<file path="config.mk">
export PLATFORM = sky130hd
export DESIGN_NAME = mpfs_pin_mux
export DESIGN_NICKNAME = d
export VERILOG_FILES = /design/src/mpfs_pkg.sv /design/src/mpfs_sync.sv /design/src/mpfs_mode_latch.sv /design/src/mpfs_pin_mux.sv
export SDC_FILE = /design/constraint.sdc
export NUM_CORES = 1
export LEC_CHECK = 0
export BUFFER_PORTS_ARGS = -buffer_cell sky130_fd_sc_hd__buf_2
export CAP_MARGIN = 20
export CORE_MARGIN = 2
export CORE_UTILIZATION = 35
export CTS_BUF_LIST = sky130_fd_sc_hd__clkbuf_8
export CTS_CLUSTER_DIAMETER = 120
export DETAILED_ROUTE_END_ITERATION = 8
export SYNTH_ARGS = -nofsm -noshare
export SYNTH_HDL_FRONTEND = slang
export SYNTH_HIERARCHICAL = 1
export SYNTH_SLANG_ARGS = --single-unit
</file>
<file path="constraint.sdc">
create_clock -name core_clk -period 3.3 [get_ports core_clk]
set_clock_uncertainty 0.05 [all_clocks]
set_input_delay 0.165 -clock core_clk [delete_from_list [all_inputs] [get_ports core_clk]]
set_output_delay 0.165 -clock core_clk [all_outputs]
set_load 0.05 [all_outputs]
</file>
<file path="src/mpfs_pkg.sv">
// Shared types and constants for the mode pin function select block
package mpfs_pkg;

	// Depth of every pin synchroniser
	localparam int MPFS_SYNC_STAGES = 2;
	// Cycles counted after reset before the synchronised mode pins are sampled and locked
	localparam logic [3:0] MPFS_MODE_SETTLE = 4'h4;
	// Reset value of the settle counter
	localparam logic [3:0] MPFS_SETTLE_RST = 4'h0;
	// Reset value of every routed one-bit output
	localparam logic MPFS_BIT_RST = 1'b0;

	// Decoded operating mode, fixed once locked
	typedef struct packed {
		logic ext_step;   // Step and direction come from pins
		logic spi_on;     // Four-wire serial host port active
		logic uart_on;    // Single-wire host port active
		logic standalone; // Shared pins act as configuration straps
	} mpfs_mode_t;

	// Reset value of the decoded mode
	localparam mpfs_mode_t MPFS_MODE_RST = '0;

	// All pins that enter from outside, in synchroniser bit order
	typedef struct packed {
		logic step_sel;  // Step source select
		logic host_sel;  // Host port select
		logic left;      // Left reference or step
		logic right;     // Right reference or direction
		logic sdi;       // Serial in or config 1
		logic sck;       // Serial clock or config 2
		logic encb;      // Encoder B or speed control enable
		logic sdo;       // Serial out pin read back as config 0
	} mpfs_pins_t;

	// Static configuration straps sampled in standalone mode
	typedef struct packed {
		logic cfg4; // Encoder B pin as strap
		logic cfg2; // Serial clock pin as strap
		logic cfg1; // Serial in pin as strap
		logic cfg0; // Serial out pin as strap
	} mpfs_cfg_t;

	// Reset value of the straps
	localparam mpfs_cfg_t MPFS_CFG_RST = '0;

	// Lock state of the mode capture
	typedef enum logic {
		MPFS_SETTLING,
		MPFS_LOCKED
	} mpfs_lock_t;

endpackage

</file>
<file path="src/mpfs_sync.sv">
// Two flip-flop synchroniser bank for asynchronous pin inputs
`timescale 1ns/1ps
module mpfs_sync
	import mpfs_pkg::*;
#(
	parameter int WIDTH = 8 // Number of pins
) (
	input wire logic core_clk, // Device clock
	input wire logic reset, // Asynchronous reset, active high
	input wire logic [WIDTH-1:0] pin_in, // Raw pins
	output logic [WIDTH-1:0] pin_sync // Synchronised pins
);

	genvar i;

	// One chain per pin; the first stage feeds only the second
	generate
		for (i = 0; i < WIDTH; i++) begin : g_bit
			logic meta; // First stage, read by the second only
			logic next_meta; // Next first stage
			logic next_sync; // Next second stage
			// Next values
			always_comb begin
				next_meta = pin_in[i];
				next_sync = meta;
			end
			// Registers
			always_ff @(posedge core_clk or posedge reset) begin
				if (reset) begin
					meta <= MPFS_BIT_RST;
					pin_sync[i] <= MPFS_BIT_RST;
				end else begin
					meta <= next_meta;
					pin_sync[i] <= next_sync;
				end
			end
		end
	endgenerate

endmodule

</file>
<file path="src/mpfs_mode_latch.sv">
// Captures the two mode pins after reset and holds the decoded mode
`timescale 1ns/1ps
module mpfs_mode_latch
	import mpfs_pkg::*;
(
	input wire logic core_clk, // Device clock
	input wire logic reset, // Asynchronous reset, active high
	input wire logic step_sel_s, // Synchronised step source select
	input wire logic host_sel_s, // Synchronised host port select
	output mpfs_mode_t mode, // Locked mode
	output logic mode_valid // Mode is locked
);

	mpfs_lock_t state; // Lock state
	mpfs_lock_t next_state; // Next lock state
	logic [3:0] settle; // Cycles of settling done
	logic [3:0] next_settle; // Next settle count
	mpfs_mode_t next_mode; // Next locked mode

	// Settle, then decode once; the pins are straps and later moves are ignored
	always_comb begin
		next_state = state;
		next_settle = settle;
		next_mode = mode;
		unique case (state)
			MPFS_SETTLING: begin
				if (settle == MPFS_MODE_SETTLE) begin
					next_state = MPFS_LOCKED;
					next_mode.ext_step = step_sel_s;
					next_mode.spi_on = host_sel_s;
					next_mode.uart_on = !step_sel_s && !host_sel_s;
					next_mode.standalone = step_sel_s && !host_sel_s;
				end else begin
					next_settle = settle + 4'h1;
				end
			end
			MPFS_LOCKED: begin
				next_mode = mode;
			end
		endcase
	end

	// Registers
	always_ff @(posedge core_clk or posedge reset) begin
		if (reset) begin
			state <= MPFS_SETTLING;
			settle <= MPFS_SETTLE_RST;
			mode <= MPFS_MODE_RST;
		end else begin
			state <= next_state;
			settle <= next_settle;
			mode <= next_mode;
		end
	end

	assign mode_valid = (state == MPFS_LOCKED);

endmodule

</file>
<file path="src/mpfs_pin_mux.sv">
// Pin function multiplexer steered by the two static mode pins
`timescale 1ns/1ps

module mpfs_pin_mux
	import mpfs_pkg::*;
(
	input wire logic core_clk, // Device clock, 40 MHz
	input wire logic reset, // Asynchronous reset, active high
	input wire logic step_source_select, // Step source select pin
	input wire logic host_port_select, // Host port select pin, pulled down
	input wire logic left_ref_or_step_pin, // Left reference or step pin
	input wire logic right_ref_or_dir_pin, // Right reference or direction pin
	input wire logic serial_in_or_config1_pin, // Serial in or strap pin
	input wire logic serial_clock_or_config2_pin, // Serial clock or strap pin
	input wire logic encoder_b_or_speedctl_enable_pin, // Encoder B or enable pin
	input wire logic serial_out_or_config0_pin_in, // Serial out pin level
	output logic serial_out_or_config0_pin_out, // Serial out pin drive value
	output logic serial_out_or_config0_pin_oe, // Serial out pin drive enable
	input wire logic ramp_step, // Step from ramp generator
	input wire logic ramp_dir, // Direction from ramp generator
	input wire logic spi_sdo_data, // Serial port output bit
	input wire logic spi_sdo_active, // Serial port wants the output pin
	input wire logic chain_address_out, // Chain output from single-wire port
	output logic drv_step, // Step to motor driver
	output logic drv_dir, // Direction to motor driver
	output logic ref_left, // Left limit switch to ramp generator
	output logic ref_right, // Right limit switch to ramp generator
	output logic encoder_b, // Encoder B channel
	output logic speedctl_enable, // Load-dependent speed control enable
	output logic spi_sdi, // Serial port data in
	output logic spi_sck, // Serial port clock
	output logic chain_address_in, // Chain input to single-wire port
	output mpfs_cfg_t cfg, // Standalone straps
	output mpfs_mode_t mode, // Locked mode
	output logic mode_valid // Mode locked, routing active
);

	mpfs_pins_t pins_raw; // Pins gathered for the synchroniser
	mpfs_pins_t pins_s; // Synchronised pins
	logic [$bits(mpfs_pins_t)-1:0] pins_s_vec; // Synchroniser output

	// Gather raw pins in struct order
	assign pins_raw.step_sel = step_source_select;
	assign pins_raw.host_sel = host_port_select;
	assign pins_raw.left = left_ref_or_step_pin;
	assign pins_raw.right = right_ref_or_dir_pin;
	assign pins_raw.sdi = serial_in_or_config1_pin;
	assign pins_raw.sck = serial_clock_or_config2_pin;
	assign pins_raw.encb = encoder_b_or_speedctl_enable_pin;
	assign pins_raw.sdo = serial_out_or_config0_pin_in;

	// Every pin crosses two flops before any routing looks at it
	mpfs_sync #(
		.WIDTH($bits(mpfs_pins_t))
	) u_sync (
		.core_clk(core_clk),
		.reset(reset),
		.pin_in(pins_raw),
		.pin_sync(pins_s_vec)
	);

	assign pins_s = mpfs_pins_t'(pins_s_vec);

	// Mode pins are straps; a late change would reroute pins mid-motion
	mpfs_mode_latch u_mode (
		.core_clk(core_clk),
		.reset(reset),
		.step_sel_s(pins_s.step_sel),
		.host_sel_s(pins_s.host_sel),
		.mode(mode),
		.mode_valid(mode_valid)
	);

	logic next_drv_step; // Next driver step
	logic next_drv_dir; // Next driver direction
	logic next_ref_left; // Next left switch
	logic next_ref_right; // Next right switch
	logic next_encoder_b; // Next encoder B
	logic next_speedctl_enable; // Next speed control enable
	logic next_spi_sdi; // Next serial data in
	logic next_spi_sck; // Next serial clock
	logic next_chain_in; // Next chain input
	mpfs_cfg_t next_cfg; // Next straps
	logic next_sdo_out; // Next serial out drive value
	logic next_sdo_oe; // Next serial out drive enable

	// Route every shared pin; nothing is driven until the mode is locked
	always_comb begin
		next_drv_step = MPFS_BIT_RST;
		next_drv_dir = MPFS_BIT_RST;
		next_ref_left = MPFS_BIT_RST;
		next_ref_right = MPFS_BIT_RST;
		next_encoder_b = MPFS_BIT_RST;
		next_speedctl_enable = MPFS_BIT_RST;
		next_spi_sdi = MPFS_BIT_RST;
		next_spi_sck = MPFS_BIT_RST;
		next_chain_in = MPFS_BIT_RST;
		next_cfg = MPFS_CFG_RST;
		next_sdo_out = MPFS_BIT_RST;
		next_sdo_oe = MPFS_BIT_RST;
		if (mode_valid) begin
			// Motion source
			if (mode.ext_step) begin
				// Pins drive the motor; switch inputs read as open
				next_drv_step = pins_s.left;
				next_drv_dir = pins_s.right;
			end else begin
				// Ramp generator drives; pin levels go to the switches and encoder B only
				next_drv_step = ramp_step;
				next_drv_dir = ramp_dir;
				next_ref_left = pins_s.left;
				next_ref_right = pins_s.right;
				next_encoder_b = pins_s.encb;
			end
			// Speed control needs both external steps and the serial port
			if (mode.ext_step && mode.spi_on) begin
				next_speedctl_enable = pins_s.encb;
			end
			// Host port
			if (mode.spi_on) begin
				next_spi_sdi = pins_s.sdi;
				next_spi_sck = pins_s.sck;
				// Pin floats while the port is not answering
				next_sdo_out = spi_sdo_data;
				next_sdo_oe = spi_sdo_active;
			end else if (mode.uart_on) begin
				next_chain_in = pins_s.sdi;
				next_sdo_out = chain_address_out;
				next_sdo_oe = 1'b1;
			end else begin
				// Standalone: all shared serial pins are straps
				next_cfg.cfg0 = pins_s.sdo;
				next_cfg.cfg1 = pins_s.sdi;
				next_cfg.cfg2 = pins_s.sck;
				next_cfg.cfg4 = pins_s.encb;
			end
		end
	end

	// Routed outputs all come from flops
	always_ff @(posedge core_clk or posedge reset) begin
		if (reset) begin
			drv_step <= MPFS_BIT_RST;
			drv_dir <= MPFS_BIT_RST;
			ref_left <= MPFS_BIT_RST;
			ref_right <= MPFS_BIT_RST;
			encoder_b <= MPFS_BIT_RST;
			speedctl_enable <= MPFS_BIT_RST;
			spi_sdi <= MPFS_BIT_RST;
			spi_sck <= MPFS_BIT_RST;
			chain_address_in <= MPFS_BIT_RST;
			cfg <= MPFS_CFG_RST;
			serial_out_or_config0_pin_out <= MPFS_BIT_RST;
			serial_out_or_config0_pin_oe <= MPFS_BIT_RST;
		end else begin
			drv_step <= next_drv_step;
			drv_dir <= next_drv_dir;
			ref_left <= next_ref_left;
			ref_right <= next_ref_right;
			encoder_b <= next_encoder_b;
			speedctl_enable <= next_speedctl_enable;
			spi_sdi <= next_spi_sdi;
			spi_sck <= next_spi_sck;
			chain_address_in <= next_chain_in;
			cfg <= next_cfg;
			serial_out_or_config0_pin_out <= next_sdo_out;
			serial_out_or_config0_pin_oe <= next_sdo_oe;
		end
	end

	// Ramp steps reach the driver one cycle later; pins are ignored
	a_ramp_step_src: assert property (@(posedge core_clk) disable iff (reset)
		mode_valid && !mode.ext_step |=> drv_step == $past(ramp_step)
			&& drv_dir == $past(ramp_dir))
		else $error("driver not fed by ramp generator");

	// Pin step reaches the driver three edges after the pin
	a_pin_step_src: assert property (@(posedge core_clk) disable iff (reset)
		mode_valid && mode.ext_step ##1 mode_valid |->
			drv_step == $past(left_ref_or_step_pin, 3))
		else $error("external step not routed");

	// Direction pin feeds the driver, switches read open
	a_pin_dir_src: assert property (@(posedge core_clk) disable iff (reset)
		mode_valid && mode.ext_step |=> drv_dir == $past(pins_s.right)
			&& !ref_left && !ref_right)
		else $error("external direction or switch hold wrong");

	// Single-wire port only when both selects are low
	a_uart_select: assert property (@(posedge core_clk) disable iff (reset)
		mode_valid |-> mode.uart_on == (!mode.ext_step && !mode.spi_on)
			&& mode.standalone == (mode.ext_step && !mode.spi_on))
		else $error("host port decode wrong");

	// Straps follow the pins in standalone mode only
	a_strap_route: assert property (@(posedge core_clk) disable iff (reset)
		mode_valid && mode.standalone |=> cfg == {$past(pins_s.encb),
			$past(pins_s.sck), $past(pins_s.sdi), $past(pins_s.sdo)}
			&& !serial_out_or_config0_pin_oe)
		else $error("standalone straps wrong or pin driven");

	// Serial out floats when the port is idle
	a_sdo_tristate: assert property (@(posedge core_clk) disable iff (reset)
		mode_valid && mode.spi_on |=> serial_out_or_config0_pin_oe == $past(spi_sdo_active)
			&& (!serial_out_or_config0_pin_oe
				|| serial_out_or_config0_pin_out == $past(spi_sdo_data)))
		else $error("serial out tristate wrong");

	// Serial in and clock feed the serial port
	a_sdi_route: assert property (@(posedge core_clk) disable iff (reset)
		mode_valid && mode.spi_on |=> spi_sdi == $past(pins_s.sdi)
			&& spi_sck == $past(pins_s.sck) && cfg == MPFS_CFG_RST)
		else $error("serial input routing wrong");

	// Chain address enters on serial in
	a_chain_in: assert property (@(posedge core_clk) disable iff (reset)
		mode_valid && mode.uart_on |=> chain_address_in == $past(pins_s.sdi)
			&& !spi_sdi)
		else $error("chain input not routed");

	// Chain address leaves on serial out, always driven
	a_chain_out: assert property (@(posedge core_clk) disable iff (reset)
		mode_valid && mode.uart_on |=> serial_out_or_config0_pin_oe
			&& serial_out_or_config0_pin_out == $past(chain_address_out))
		else $error("chain output not driven");

	// Encoder B follows the pin with the ramp generator
	a_encb_route: assert property (@(posedge core_clk) disable iff (reset)
		mode_valid && !mode.ext_step |=> encoder_b == $past(pins_s.encb)
			&& !speedctl_enable)
		else $error("encoder B routing wrong");

	// Speed control enable only with pins and serial port
	a_speed_enable: assert property (@(posedge core_clk) disable iff (reset)
		mode_valid ##1 speedctl_enable |-> $past(mode.ext_step) && $past(mode.spi_on)
			&& $past(pins_s.encb))
		else $error("speed control enable outside its mode");

	// Locked mode never moves
	a_mode_static: assert property (@(posedge core_clk) disable iff (reset)
		mode_valid |=> mode_valid && $stable(mode))
		else $error("mode changed after lock");

	// Nothing drives the shared pin before the mode is known
	a_no_early_drive: assert property (@(posedge core_clk) disable iff (reset)
		!mode_valid |=> !serial_out_or_config0_pin_oe)
		else $error("serial out driven before lock");

	// Limit switches follow the pins while the ramp generator steps
	a_ramp_switches: assert property (@(posedge core_clk) disable iff (reset)
		mode_valid && !mode.ext_step |=> ref_left == $past(pins_s.left)
			&& ref_right == $past(pins_s.right))
		else $error("limit switch routing wrong");

	// Four-wire port inputs stay quiet while that port is off
	a_spi_gate: assert property (@(posedge core_clk) disable iff (reset)
		mode_valid && !mode.spi_on |=> !spi_sdi && !spi_sck)
		else $error("serial port fed while disabled");

	// Chain input stays quiet outside single-wire operation
	a_chain_gate: assert property (@(posedge core_clk) disable iff (reset)
		mode_valid && !mode.uart_on |=> !chain_address_in)
		else $error("chain input fed outside single-wire mode");

	// Straps hold their reset value outside standalone operation
	a_strap_gate: assert property (@(posedge core_clk) disable iff (reset)
		mode_valid && !mode.standalone |=> cfg == MPFS_CFG_RST)
		else $error("straps fed outside standalone mode");

	// Exactly one host port function once locked
	a_host_onehot: assert property (@(posedge core_clk) disable iff (reset)
		mode_valid |-> $onehot({mode.spi_on, mode.uart_on, mode.standalone}))
		else $error("host port functions overlap");

	// A half-known mode must not move the motor or feed the ports
	a_quiet_unlocked: assert property (@(posedge core_clk) disable iff (reset)
		!mode_valid |=> !drv_step && !drv_dir && !ref_left && !ref_right
			&& !encoder_b && !speedctl_enable && !spi_sdi && !spi_sck
			&& !chain_address_in && cfg == MPFS_CFG_RST)
		else $error("outputs active before lock");

	// Speed control enable stays low without the serial port
	a_speed_gate: assert property (@(posedge core_clk) disable iff (reset)
		mode_valid && !mode.spi_on |=> !speedctl_enable)
		else $error("speed control enable without serial port");

	// Locked mode is the synchronised select levels seen at the lock edge
	a_mode_capture: assert property (@(posedge core_clk) disable iff (reset)
		$rose(mode_valid) |-> mode.ext_step == $past(pins_s.step_sel)
			&& mode.spi_on == $past(pins_s.host_sel))
		else $error("mode not taken from the select pins");

endmodule

</file>
==> flow_summary.yaml, run 1 <==
power_and_ir_drop:
  seqPwrFrac: 0.509
  power_density_nw_per_um2: 563.2
  ir_drop_uv: 281.0
  power_frac_clock: 0.395
  p_int_uw: 790.0
  sw_frac_of_total: 0.2305
  p_leak_uw: 0.0009107
  power_switching_uw: 236.7
  comb_power_share: 0.096
die:
  num_rows: 22
  fp.dieH_um: 67.19
  start_util: 0.3733
  coreArea_um2: 3744
  io_pins: 35
  die_w_um: 67.19
  die_area_um2: 4515
worst_setup_path:
  cp_slowest_cell: "dfrtp_1"
  cp_cell_sequence: "buf_2"
  cp_top_family: "flip-flops"
  cp.buffers_inverters: 1
  start_kind: "register"
  crit_path_end_kind: "primary output"
  cpPeakStageDelay_ps: 730
  setup.worst_path.class: "register to primary output"
  required_ps: 3080
  cp_max_fo: 21
  arrival_ps: 1390
clock_tree:
  htreeDepth: 2
  root_buffer: "clkbuf_8"
  cts_buffers: 5
  cts_resized: 0
  cts_max_path_buffers: 2
  clock_latency_ps: 280
  clkSlewWorstSetupHoldPaths_ps: 70
  cts_tree: "built"
  clock-sinks: 40
  post_cts_buffers: 0
synth:
  ys_seq_area_frac: 0.7162
  avgSynthCellArea_um2: 15.36
  synth_nets: 108
  synth_top_area_share: 0.7162
  yosysWarningCount: 6
  ys_top_cells_by_area: "dfrtp_1, and2_1, nor2b_1"
  synth_seq_cells: 40
  syn-cell-area_um2: 1398
  yosysUniqueCellTypes: 28
  synthCells: 91
  yosysTopAreaCell: "dfrtp_1"
detailed_routing:
  wl_per_cell_um: 11.89
  drc: 0
  drtIter0Drc: 44
  dr_total_vias: 807
  dr.pass1.iters: 4
  avgViaCountPerCell: 4.293
  detail-route-antenna-nets: 0
  routed_wl_um: 2236
timing:
  period_share: 0.4852
  finalHoldViolCount: 0
  fmax_ghz: 0.6246
  slew_headroom: 0.5979
  setup_viol_count_final: 0
  finalSetupTns_ps: 0
  rsz0062_at_grt: "false"
  worstMarginPinSlew_ps: 603.2
  slew_violations: 0
  period_needed_ps: 1601
grt:
  grt-ovfl-total: 0
  grt_max_degree: 22
  grt_util_all_layers: 0.1186
  grt_pass1_wl_um: 3684
  antenna_found_initial: 0
  grt_pass1_vias: 832
placement:
  hpwl_um: 1603
  place_congestion: 0.7442
  port_buffers: 34
  dpl.cell_count: 171
  place_area_um2: 1612
cells_and_area:
  area_growth_pct: 30.44
  layout-drive-gt1-share: 0.3786
  fin_nets: 156
  layout_common_cells: "dfrtp_1, buf_2, dlygate4sd3_1, inv_1"
  final_cells: 188
  final_common_cell: "dfrtp_1"
  diodes: 0
  design_area_um2: 1823
  final_core_util: 0.4870
outcome:
  status: "completed"
hold_path:
  hold_path.class: "input pin to register"
flow_run:
  drv_cap: 0
## power groups by stage
stage               Clock [uW]  Sequential (uW)  Combinational (uW)
floorplan                    0              575                22.7
global placement             0              532                91.2
detailed placement           0              533                92.2
CTS                        420              523                 100
global route               444              526                 106
finish                     405              523                98.4
## sequential cells by signal, indices dropped and copies added, names as in the netlist
register	cells
u_mode/settle	4
ref_left	1
spi_sck	1
spi_sdi	1
u_sync/g_bit.meta	8
drv_dir	1
encoder_b	1
serial_out_or_config0_pin_out	1
cfg	4
u_sync/pin_sync	8
serial_out_or_config0_pin_oe	1
drv_step	1
ref_right	1
u_mode/mode	4
u_mode/mode_valid	1
chain_address_in	1
speedctl_enable	1
## path summary, 6_finish.rpt
path,startpoint,endpoint,slack [ps],cells past startpoint
max reg2reg,u_mode/settle[0],u_mode/mode[2],1760,5
max in group asynchronous,reset,serial_out_or_config0_pin_out,2380,3
min reg2reg,u_sync/g_bit[1].meta,u_sync/pin_sync[1],300,0
min,spi_sdo_data,serial_out_or_config0_pin_out,70,3
min in group asynchronous,reset,u_mode/settle[0],350,3
max,u_mode/mode_valid,mode_valid,1700,1
## metrics by stage
stage               total power [uW]  hold WS [ps]  setup WS [ps]
floorplan                      597.7        -57.08           1869
global placement               623.3         113.2           1836
global route                    1077         93.73           1614
detailed placement             625.3         124.1           1767
finish                          1027         73.80           1699
CTS                             1044         65.41           1679
## worst register-to-register path, stage by stage (launching register included)
cell	delay (ps)
dfrtp_1	400
inv_1	110
ha_1	240
nand3b_4	120
nor2_1	160
mux2_2	350
## repair_timing
item                                    4_1_cts  5_1_grt
endpoints found under the setup margin        0        0
hold buffers                                  9        0
endpoints found under the hold margin        48        0
## cell type report
class,count,area [um2]
Clock inverter,2,38.79
Tap cell,48,60.06
Sequential cell,40,1001
Timing Repair Buffer,43,260.3
Fill cell,340,1921
Multi-Input combinational cell,42,354.1
Inverter,7,26.28
Clock buffer,6,82.58
## synthesized netlist by cell type
master and n:
nand2b_1 1, o21a_1 1, xnor2_1 1, o41ai_1 2, and4bb_2 1, and3_2 2, nand3b_4 1, mux2_2 2
mux2_4 1, nor2b_4 1, buf_6 1, nor3_1 1, o21ai_0 2, nand4b_1 2, a21o_1 1, and4b_2 1
and2_1 6, mux2i_1 3, and4_2 1, nand3_1 2, ha_1 2, nor2_1 1, dfrtp_1 40, nor2b_1 5
nor3b_2 1, inv_1 7, nand2_1 1, buf_2 1
## cell families (layout without fill, tap and decap cells)
family	Yosys count	count (layout)	share of synthesized area
and+or+nand+nor	27	27	0.1504
buffers and inverters	9	58	0.03044
AOI/OAI and AO/OA	6	6	0.03045
xor gates and xnor gates	1	1	0.006268
adders and majority gates	2	2	0.01790
muxes	6	6	0.04834
DFF	40	40	0.7162
## metal layers
metal  GRT usage  share of wire  wire, um
met4     0.08418          0.026        59
met1      0.1283           0.41       923
met5           0              0         0
met2      0.1906           0.49      1092
met3     0.04500          0.072       160
No activity file was read; power rests on OpenSTA's default activity.
==> run 2: changes to the inputs <==
--- a/config.mk
+++ b/config.mk
@@ -5,6 +5,7 @@
 export SDC_FILE = /design/constraint.sdc
 export NUM_CORES = 1
 export LEC_CHECK = 0
+export ABC_AREA = 1
 export BUFFER_PORTS_ARGS = -buffer_cell sky130_fd_sc_hd__buf_2
 export CAP_MARGIN = 20
 export CORE_MARGIN = 2
==> constraint.sdc (replaced) <==
create_clock -name core_clk -period 1.5 [get_ports core_clk]
set_clock_uncertainty 0.05 [all_clocks]
set_input_delay 0.075 -clock core_clk [delete_from_list [all_inputs] [get_ports core_clk]]
set_output_delay 0.075 -clock core_clk [all_outputs]
set_load 0.05 [all_outputs]
==> run 2 against run 1 <==
Power increased by 100%. Core utilization down 1.8 points. Critical path depth grew 6. First-iteration DRC count is 30% higher. Sequential power is 120% higher. Area after synthesis rose by 2.2%. Synthesized cell count is 37% higher. Non-clock buffer count rose by 3. Final cell count rose by 21%. Critical endpoint is now u_mode/settle[0]. Largest cell class unchanged. Largest power group unchanged. Highest routed layer unchanged.
==> flow_summary.yaml, run 2 <==
grt:
  grt_pass1_vias: 949
  grt_max_degree: 17
  grt_util_all_layers: 0.1198
  grt_pass1_wl_um: 3974
  antenna_found_initial: 0
  grt-ovfl-total: 0
cells_and_area:
  layout-drive-gt1-share: 0.3090
  final_core_util: 0.4685
  final_common_cell: "dfrtp_1"
  top_regs: "u_sync/g_bit.meta: 8 flops, u_sync/pin_sync: 8 flops"
  design_area_um2: 1861
  fin_nets: 194
  area_growth_pct: 30.21
  diodes: 0
  layout_common_cells: "dfrtp_1, buf_2, nand2_1, inv_1, nor2_1"
detailed_routing:
  detail-route-antenna-nets: 0
  dr_total_vias: 948
  dr.pass1.iters: 4
  wl_per_cell_um: 10.55
  routed_wl_um: 2405
  drtIter0Drc: 57
  drc: 0
  avgViaCountPerCell: 4.158
worst_setup_path:
  r2r_end: "u_mode/settle[0]"
  cp_cell_sequence: "inv_1, ha_1, nand2_2, nor2_4, nor2_1, nand2_1, nand2_1"
  setup.worst_path.class: "register to register"
  crit_path_end_kind: "register"
  r2r_start: "u_mode/settle[0]"
  r2r_cells: 7
  cp_max_fo: 5
  cp_slowest_cell: "dfrtp_1"
  required_ps: 1670
  arrival_ps: 1510
  reg2reg_slack_ps: 160
  crit_top_cell: "nand2_1"
  cpPeakStageDelay_ps: 410
  start_kind: "register"
timing:
  slew_violations: 0
  period_needed_ps: 1340
  worstMarginPinSlew_ps: 554.7
  slew_headroom: 0.6298
  period_share: 0.8932
  fmax_ghz: 0.7464
  finalSetupTns_ps: 0
  fin_hold_ws_ps: 8.597
  rsz0062_at_grt: "false"
  finalHoldViolCount: 0
  setup_viol_count_final: 0
synth:
  avgSynthCellArea_um2: 11.43
  yosysTopAreaCell: "dfrtp_1"
  synth_nets: 142
  synth_top_area_share: 0.7005
  yosysWarningCount: 6
  synth_most_common_cell: "dfrtp_1"
  ys_top_cells_by_area: "dfrtp_1, nand2_1, inv_1"
  synth.top_cells.by_count: "dfrtp_1, nand2_1, inv_1"
  ys_seq_area_frac: 0.7005
  yosysUniqueCellTypes: 19
  synth-main-ff-cell: "dfrtp_1"
  synth_seq_cells: 40
  synth-edff-count: 0
  syn-cell-area_um2: 1429
  synthCells: 125
  async_flop_share: 1.000
placement:
  port_buffers: 34
  place_area_um2: 1658
  place_congestion: 0.7395
  hpwl_um: 1727
outcome:
  status: "completed"
flow_run:
  drv_cap: 0
hold_path:
  hold_start: "ramp_step"
  holdPathStages: 3
  hold_path.class: "input pin to register"
  whs_endpoint: "drv_step"
power_and_ir_drop:
  p_leak_uw: 0.001017
  ir_drop_uv: 588.1
  power_density_nw_per_um2: 1121
clock_tree:
  cts_resized: 0
  clock_latency_ps: 280
  clock-sinks: 40
  post_cts_buffers: 0
  root_buffer: "clkbuf_8"
  cts_max_path_buffers: 2
  clkSlewWorstSetupHoldPaths_ps: 70
  cts_buffers: 5
  cts_tree: "built"
  htreeDepth: 2
die:
  fp.dieH_um: 67.90
  start_util: 0.3598
  die_area_um2: 4610
  die_w_um: 67.90
  io_pins: 35
  coreArea_um2: 3971
  num_rows: 23
==> run 2: cell count changes in the layout (fill, tap and decap cells not counted), moves of 2 or more <==
cell           delta
nand2_1          +30
nor2_1           +14
inv_1            +12
and2_1            -6
nor2b_1           -5
o21ai_2           +4
mux2i_1           -3
and3_2            -2
clkinv_2          +2
dlygate4sd3_1     +2
mux2_2            -2
nand2_4           +2
nand4b_1          -2
o41ai_1           -2
==> run 2: area by class of cell <==
cell class | count | area, um2
fillers | 360 | 2111
multi-input cells | 64 | 341.6
clock inverters | 2 | 10.01
repair buffers | 46 | 287.8
clock buffers | 6 | 82.58
well taps | 50 | 62.56
inverters | 20 | 75.07
flip-flops and latches | 40 | 1001
==> run 2: what timing repair did <==
action | CTS | global route
hold buffers | 11 | 0
endpoints found under the setup margin | 0 | 0
endpoints found under the hold margin | 50 | 0
==> run 2: per-layer routing <==
layer / GRT usage / up-vias / wire length [um]
met5: 0 / - / 0
li1: - / 475 / -
met3: 0.05592 / 2 / 181
met1: 0.1339 / 441 / 969
met2: 0.1985 / 30 / 1249
met4: 0.04750 / 0 / 4
==> run 2: power by group <==
part,switching [uW],internal [uW]
combinational,168,67.8
clock,338,366
sequential,18.6,1130
total,524,1560
==> run 2: through the flow <==
| stage | total power (uW) | cells | setup slack (ps) |
|---|---|---|---|
| global route | 2218 | 228 | 46.91 |
| finish | 2085 | 228 | 160.2 |
| floorplan | 1320 | 125 | 286.6 |
| global placement | 1381 | 209 | 270.2 |
| detailed placement | 1384 | 209 | 183.0 |
| CTS | 2124 | 228 | 166.1 |
==> run 2: worst max path at each step <==
stage                     slack (ps)                to  cells past startpoint              start
after floorplan                  290    u_mode/mode[2]                      4  u_mode/mode_valid
after global placement           270    u_mode/mode[2]                      7   u_mode/settle[0]
after detailed placement         180  u_mode/settle[0]                      7   u_mode/settle[0]
after CTS                        170  u_mode/settle[0]                      7   u_mode/settle[0]
after global routing              50  u_mode/settle[0]                      7   u_mode/settle[0]
final                            160  u_mode/settle[0]                      7   u_mode/settle[0]
==> run 2: worst max-delay path: cells and delay by family (launching register included) <==
family                   cells  cell delay [ps]
buffers and inverters        1               80
adder cells (fa/ha/maj)      1              220
flip-flops                   1              410
AND/OR/NAND/NOR              5              510
==> run 2: cells by family after synthesis <==
group,count (synthesis),share of synthesized area
AOI/OAI and AO/OA,6,0.04115
xor gates and xnor gates,1,0.006131
adders and majority gates,2,0.01751
buffers and inverters,21,0.06042
DFF,40,0.7005
and+or+nand+nor,55,0.1742
==> run 3: changes to the inputs <==
--- a/config.mk
+++ b/config.mk
@@ -8,6 +8,7 @@
 export ABC_AREA = 1
 export BUFFER_PORTS_ARGS = -buffer_cell sky130_fd_sc_hd__buf_2
 export CAP_MARGIN = 20
+export CORE_ASPECT_RATIO = 1.75
 export CORE_MARGIN = 2
 export CORE_UTILIZATION = 35
 export CTS_BUF_LIST = sky130_fd_sc_hd__clkbuf_8
==> run 3 against run 2 <==
First-iteration DRC count decreased by 79%. Worst hold slack better by 17 ps. Critical path type unchanged. Critical endpoint unchanged. Largest cell class unchanged. Flip-flop and latch count stayed put.
==> flow_summary.yaml, run 3 (synthesized netlist as in run 2, its figures left out) <==
worst_setup_path:
  r2r_start: "u_mode/settle[0]"
  cp_slowest_cell: "dfrtp_1"
  setup.worst_path.class: "register to register"
  cp_cell_sequence: "inv_1, ha_1, nand2_2, nor2_4, nor2_1, nand2_1, nand2_1"
  crit_top_cell: "nand2_1"
  reg2reg_slack_ps: 190
  cp.buffers_inverters: 1
  r2r_end: "u_mode/settle[0]"
  cpPeakStageDelay_ps: 410
  r2r_cells: 7
  start_kind: "register"
  cp_top_family: "simple AND/OR/NAND/NOR gates"
  cp_max_fo: 5
  required_ps: 1670
  arrival_ps: 1480
  crit_path_end_kind: "register"
hold_path:
  hold_path.class: "input pin to register"
  whs_endpoint: "serial_out_or_config0_pin_out"
  hold_start: "chain_address_out"
  holdPathStages: 5
clock_tree:
  post_cts_buffers: 0
  cts_max_path_buffers: 2
  root_buffer: "clkbuf_8"
  clkSlewWorstSetupHoldPaths_ps: 70
  cts_tree: "built"
  cts_hold_buffers: 13
  clock_latency_ps: 280
  cts_resized: 0
  htreeDepth: 2
  cts_buffers: 5
  clock-sinks: 40
cells_and_area:
  layout-drive-gt1-share: 0.3000
  top_regs: "u_sync/g_bit.meta: 8 flops, u_sync/pin_sync: 8 flops"
  diodes: 0
  layout_common_cells: "dfrtp_1, buf_2, nand2_1, inv_1, nor2_1"
  area_growth_pct: 32.49
  fin_nets: 196
  final_common_cell: "dfrtp_1"
  final_core_util: 0.4849
grt:
  grt_max_degree: 17
  grt_util_all_layers: 0.1206
  antenna_found_initial: 0
  grt_pass1_vias: 942
  grt-ovfl-total: 0
  grt_pass1_wl_um: 3912
timing:
  period_share: 0.8706
  rsz0062_at_grt: "false"
  slew_violations: 0
  setup_ws_ps: 194.2
  period_needed_ps: 1306
  setup_viol_count_final: 0
  slew_headroom: 0.6204
  finalSetupTns_ps: 0
  fin_hold_ws_ps: 25.72
  worstMarginPinSlew_ps: 568.8
  finalHoldViolCount: 0
  fmax_ghz: 0.7658
outcome:
  status: "completed"
die:
  die_w_um: 52.30
  coreArea_um2: 3904
  fp.dieH_um: 88.53
  num_rows: 30
  io_pins: 35
  die_area_um2: 4630
  start_util: 0.3660
detailed_routing:
  dr.pass1.iters: 4
  dr_total_vias: 959
  detail-route-antenna-nets: 0
  drc: 0
  drtIter0Drc: 12
  routed_wl_um: 2357
  wl_per_cell_um: 10.34
  avgViaCountPerCell: 4.206
power_and_ir_drop:
  power_density_nw_per_um2: 1167
  p_int_uw: 1684
  seqPwrFrac: 0.518
  power_switching_uw: 524.2
  sw_frac_of_total: 0.2374
  comb_power_share: 0.108
  power_frac_clock: 0.373
  p_leak_uw: 0.001034
  ir_drop_uv: 685.3
placement:
  port_buffers: 34
  hpwl_um: 1772
  post-place-ws_ps: 178.9
  place_congestion: 0.7972
flow_run:
  drv_cap: 0
run 3: cell types whose count changed in the layout (fill, tap and decap cells not counted), sizes merged:
cell,before,now
inv,20,21
clkinv,2,1
clkbuf,6,5
bufinv,0,1
dlygate4sd3,11,13
run 3: per-stage QoR:
stage          cells  total power, uW  area, um2
3_3_place_gp     207             1379       1655
2_1_floorplan    125             1320       1429
4_1_cts          228             2243       1893
3_5_place_dp     207             1384       1655
6_report         228             2208       1893
5_1_grt          228             2315       1893
run 3: routing by layer:
layer,share of wire,GRT usage
met1,0.35,0.1110
met2,0.56,0.2148
met3,0.067,0.04899
met4,0.026,0.06993
met5,0,0
run 3: cell type report:
type	count	area [um2]
clock inverter	3	38.79
multi-input combinational	64	341.6
fill	378	2011
timing repair buffer	48	307.8
sequential	40	1001
inverter	20	75.07
clock buffer	5	68.82
tap	48	60.06
run 3: worst register-to-register path, delay by kind of cell, from the launching register on:
family	cells	cell delay (ps)
DFF	1	410
and+or+nand+nor	5	490
buffers and inverters	1	80
adders and majority gates	1	210
run 3: power by group through the flow:
stage,Sequential (uW),Clock [uW],Combinational [uW]
finish,1140,824,240
global route,1150,904,261
CTS,1150,854,244
detailed placement,1170,0,217
global placement,1160,0,214
floorplan,1260,0,56.5
run 3: worst max path at each step:
stage          slack, ps  depth (start not counted)               end               from
3_3_place_gp         260                          7  u_mode/settle[0]   u_mode/settle[0]
3_5_place_dp         180                          7  u_mode/settle[3]   u_mode/settle[0]
6_report             190                          7  u_mode/settle[0]   u_mode/settle[0]
4_1_cts              180                          7  u_mode/settle[0]   u_mode/settle[0]
2_1_floorplan        290                          4    u_mode/mode[2]  u_mode/mode_valid
5_1_grt               70                          7  u_mode/settle[0]   u_mode/settle[0]
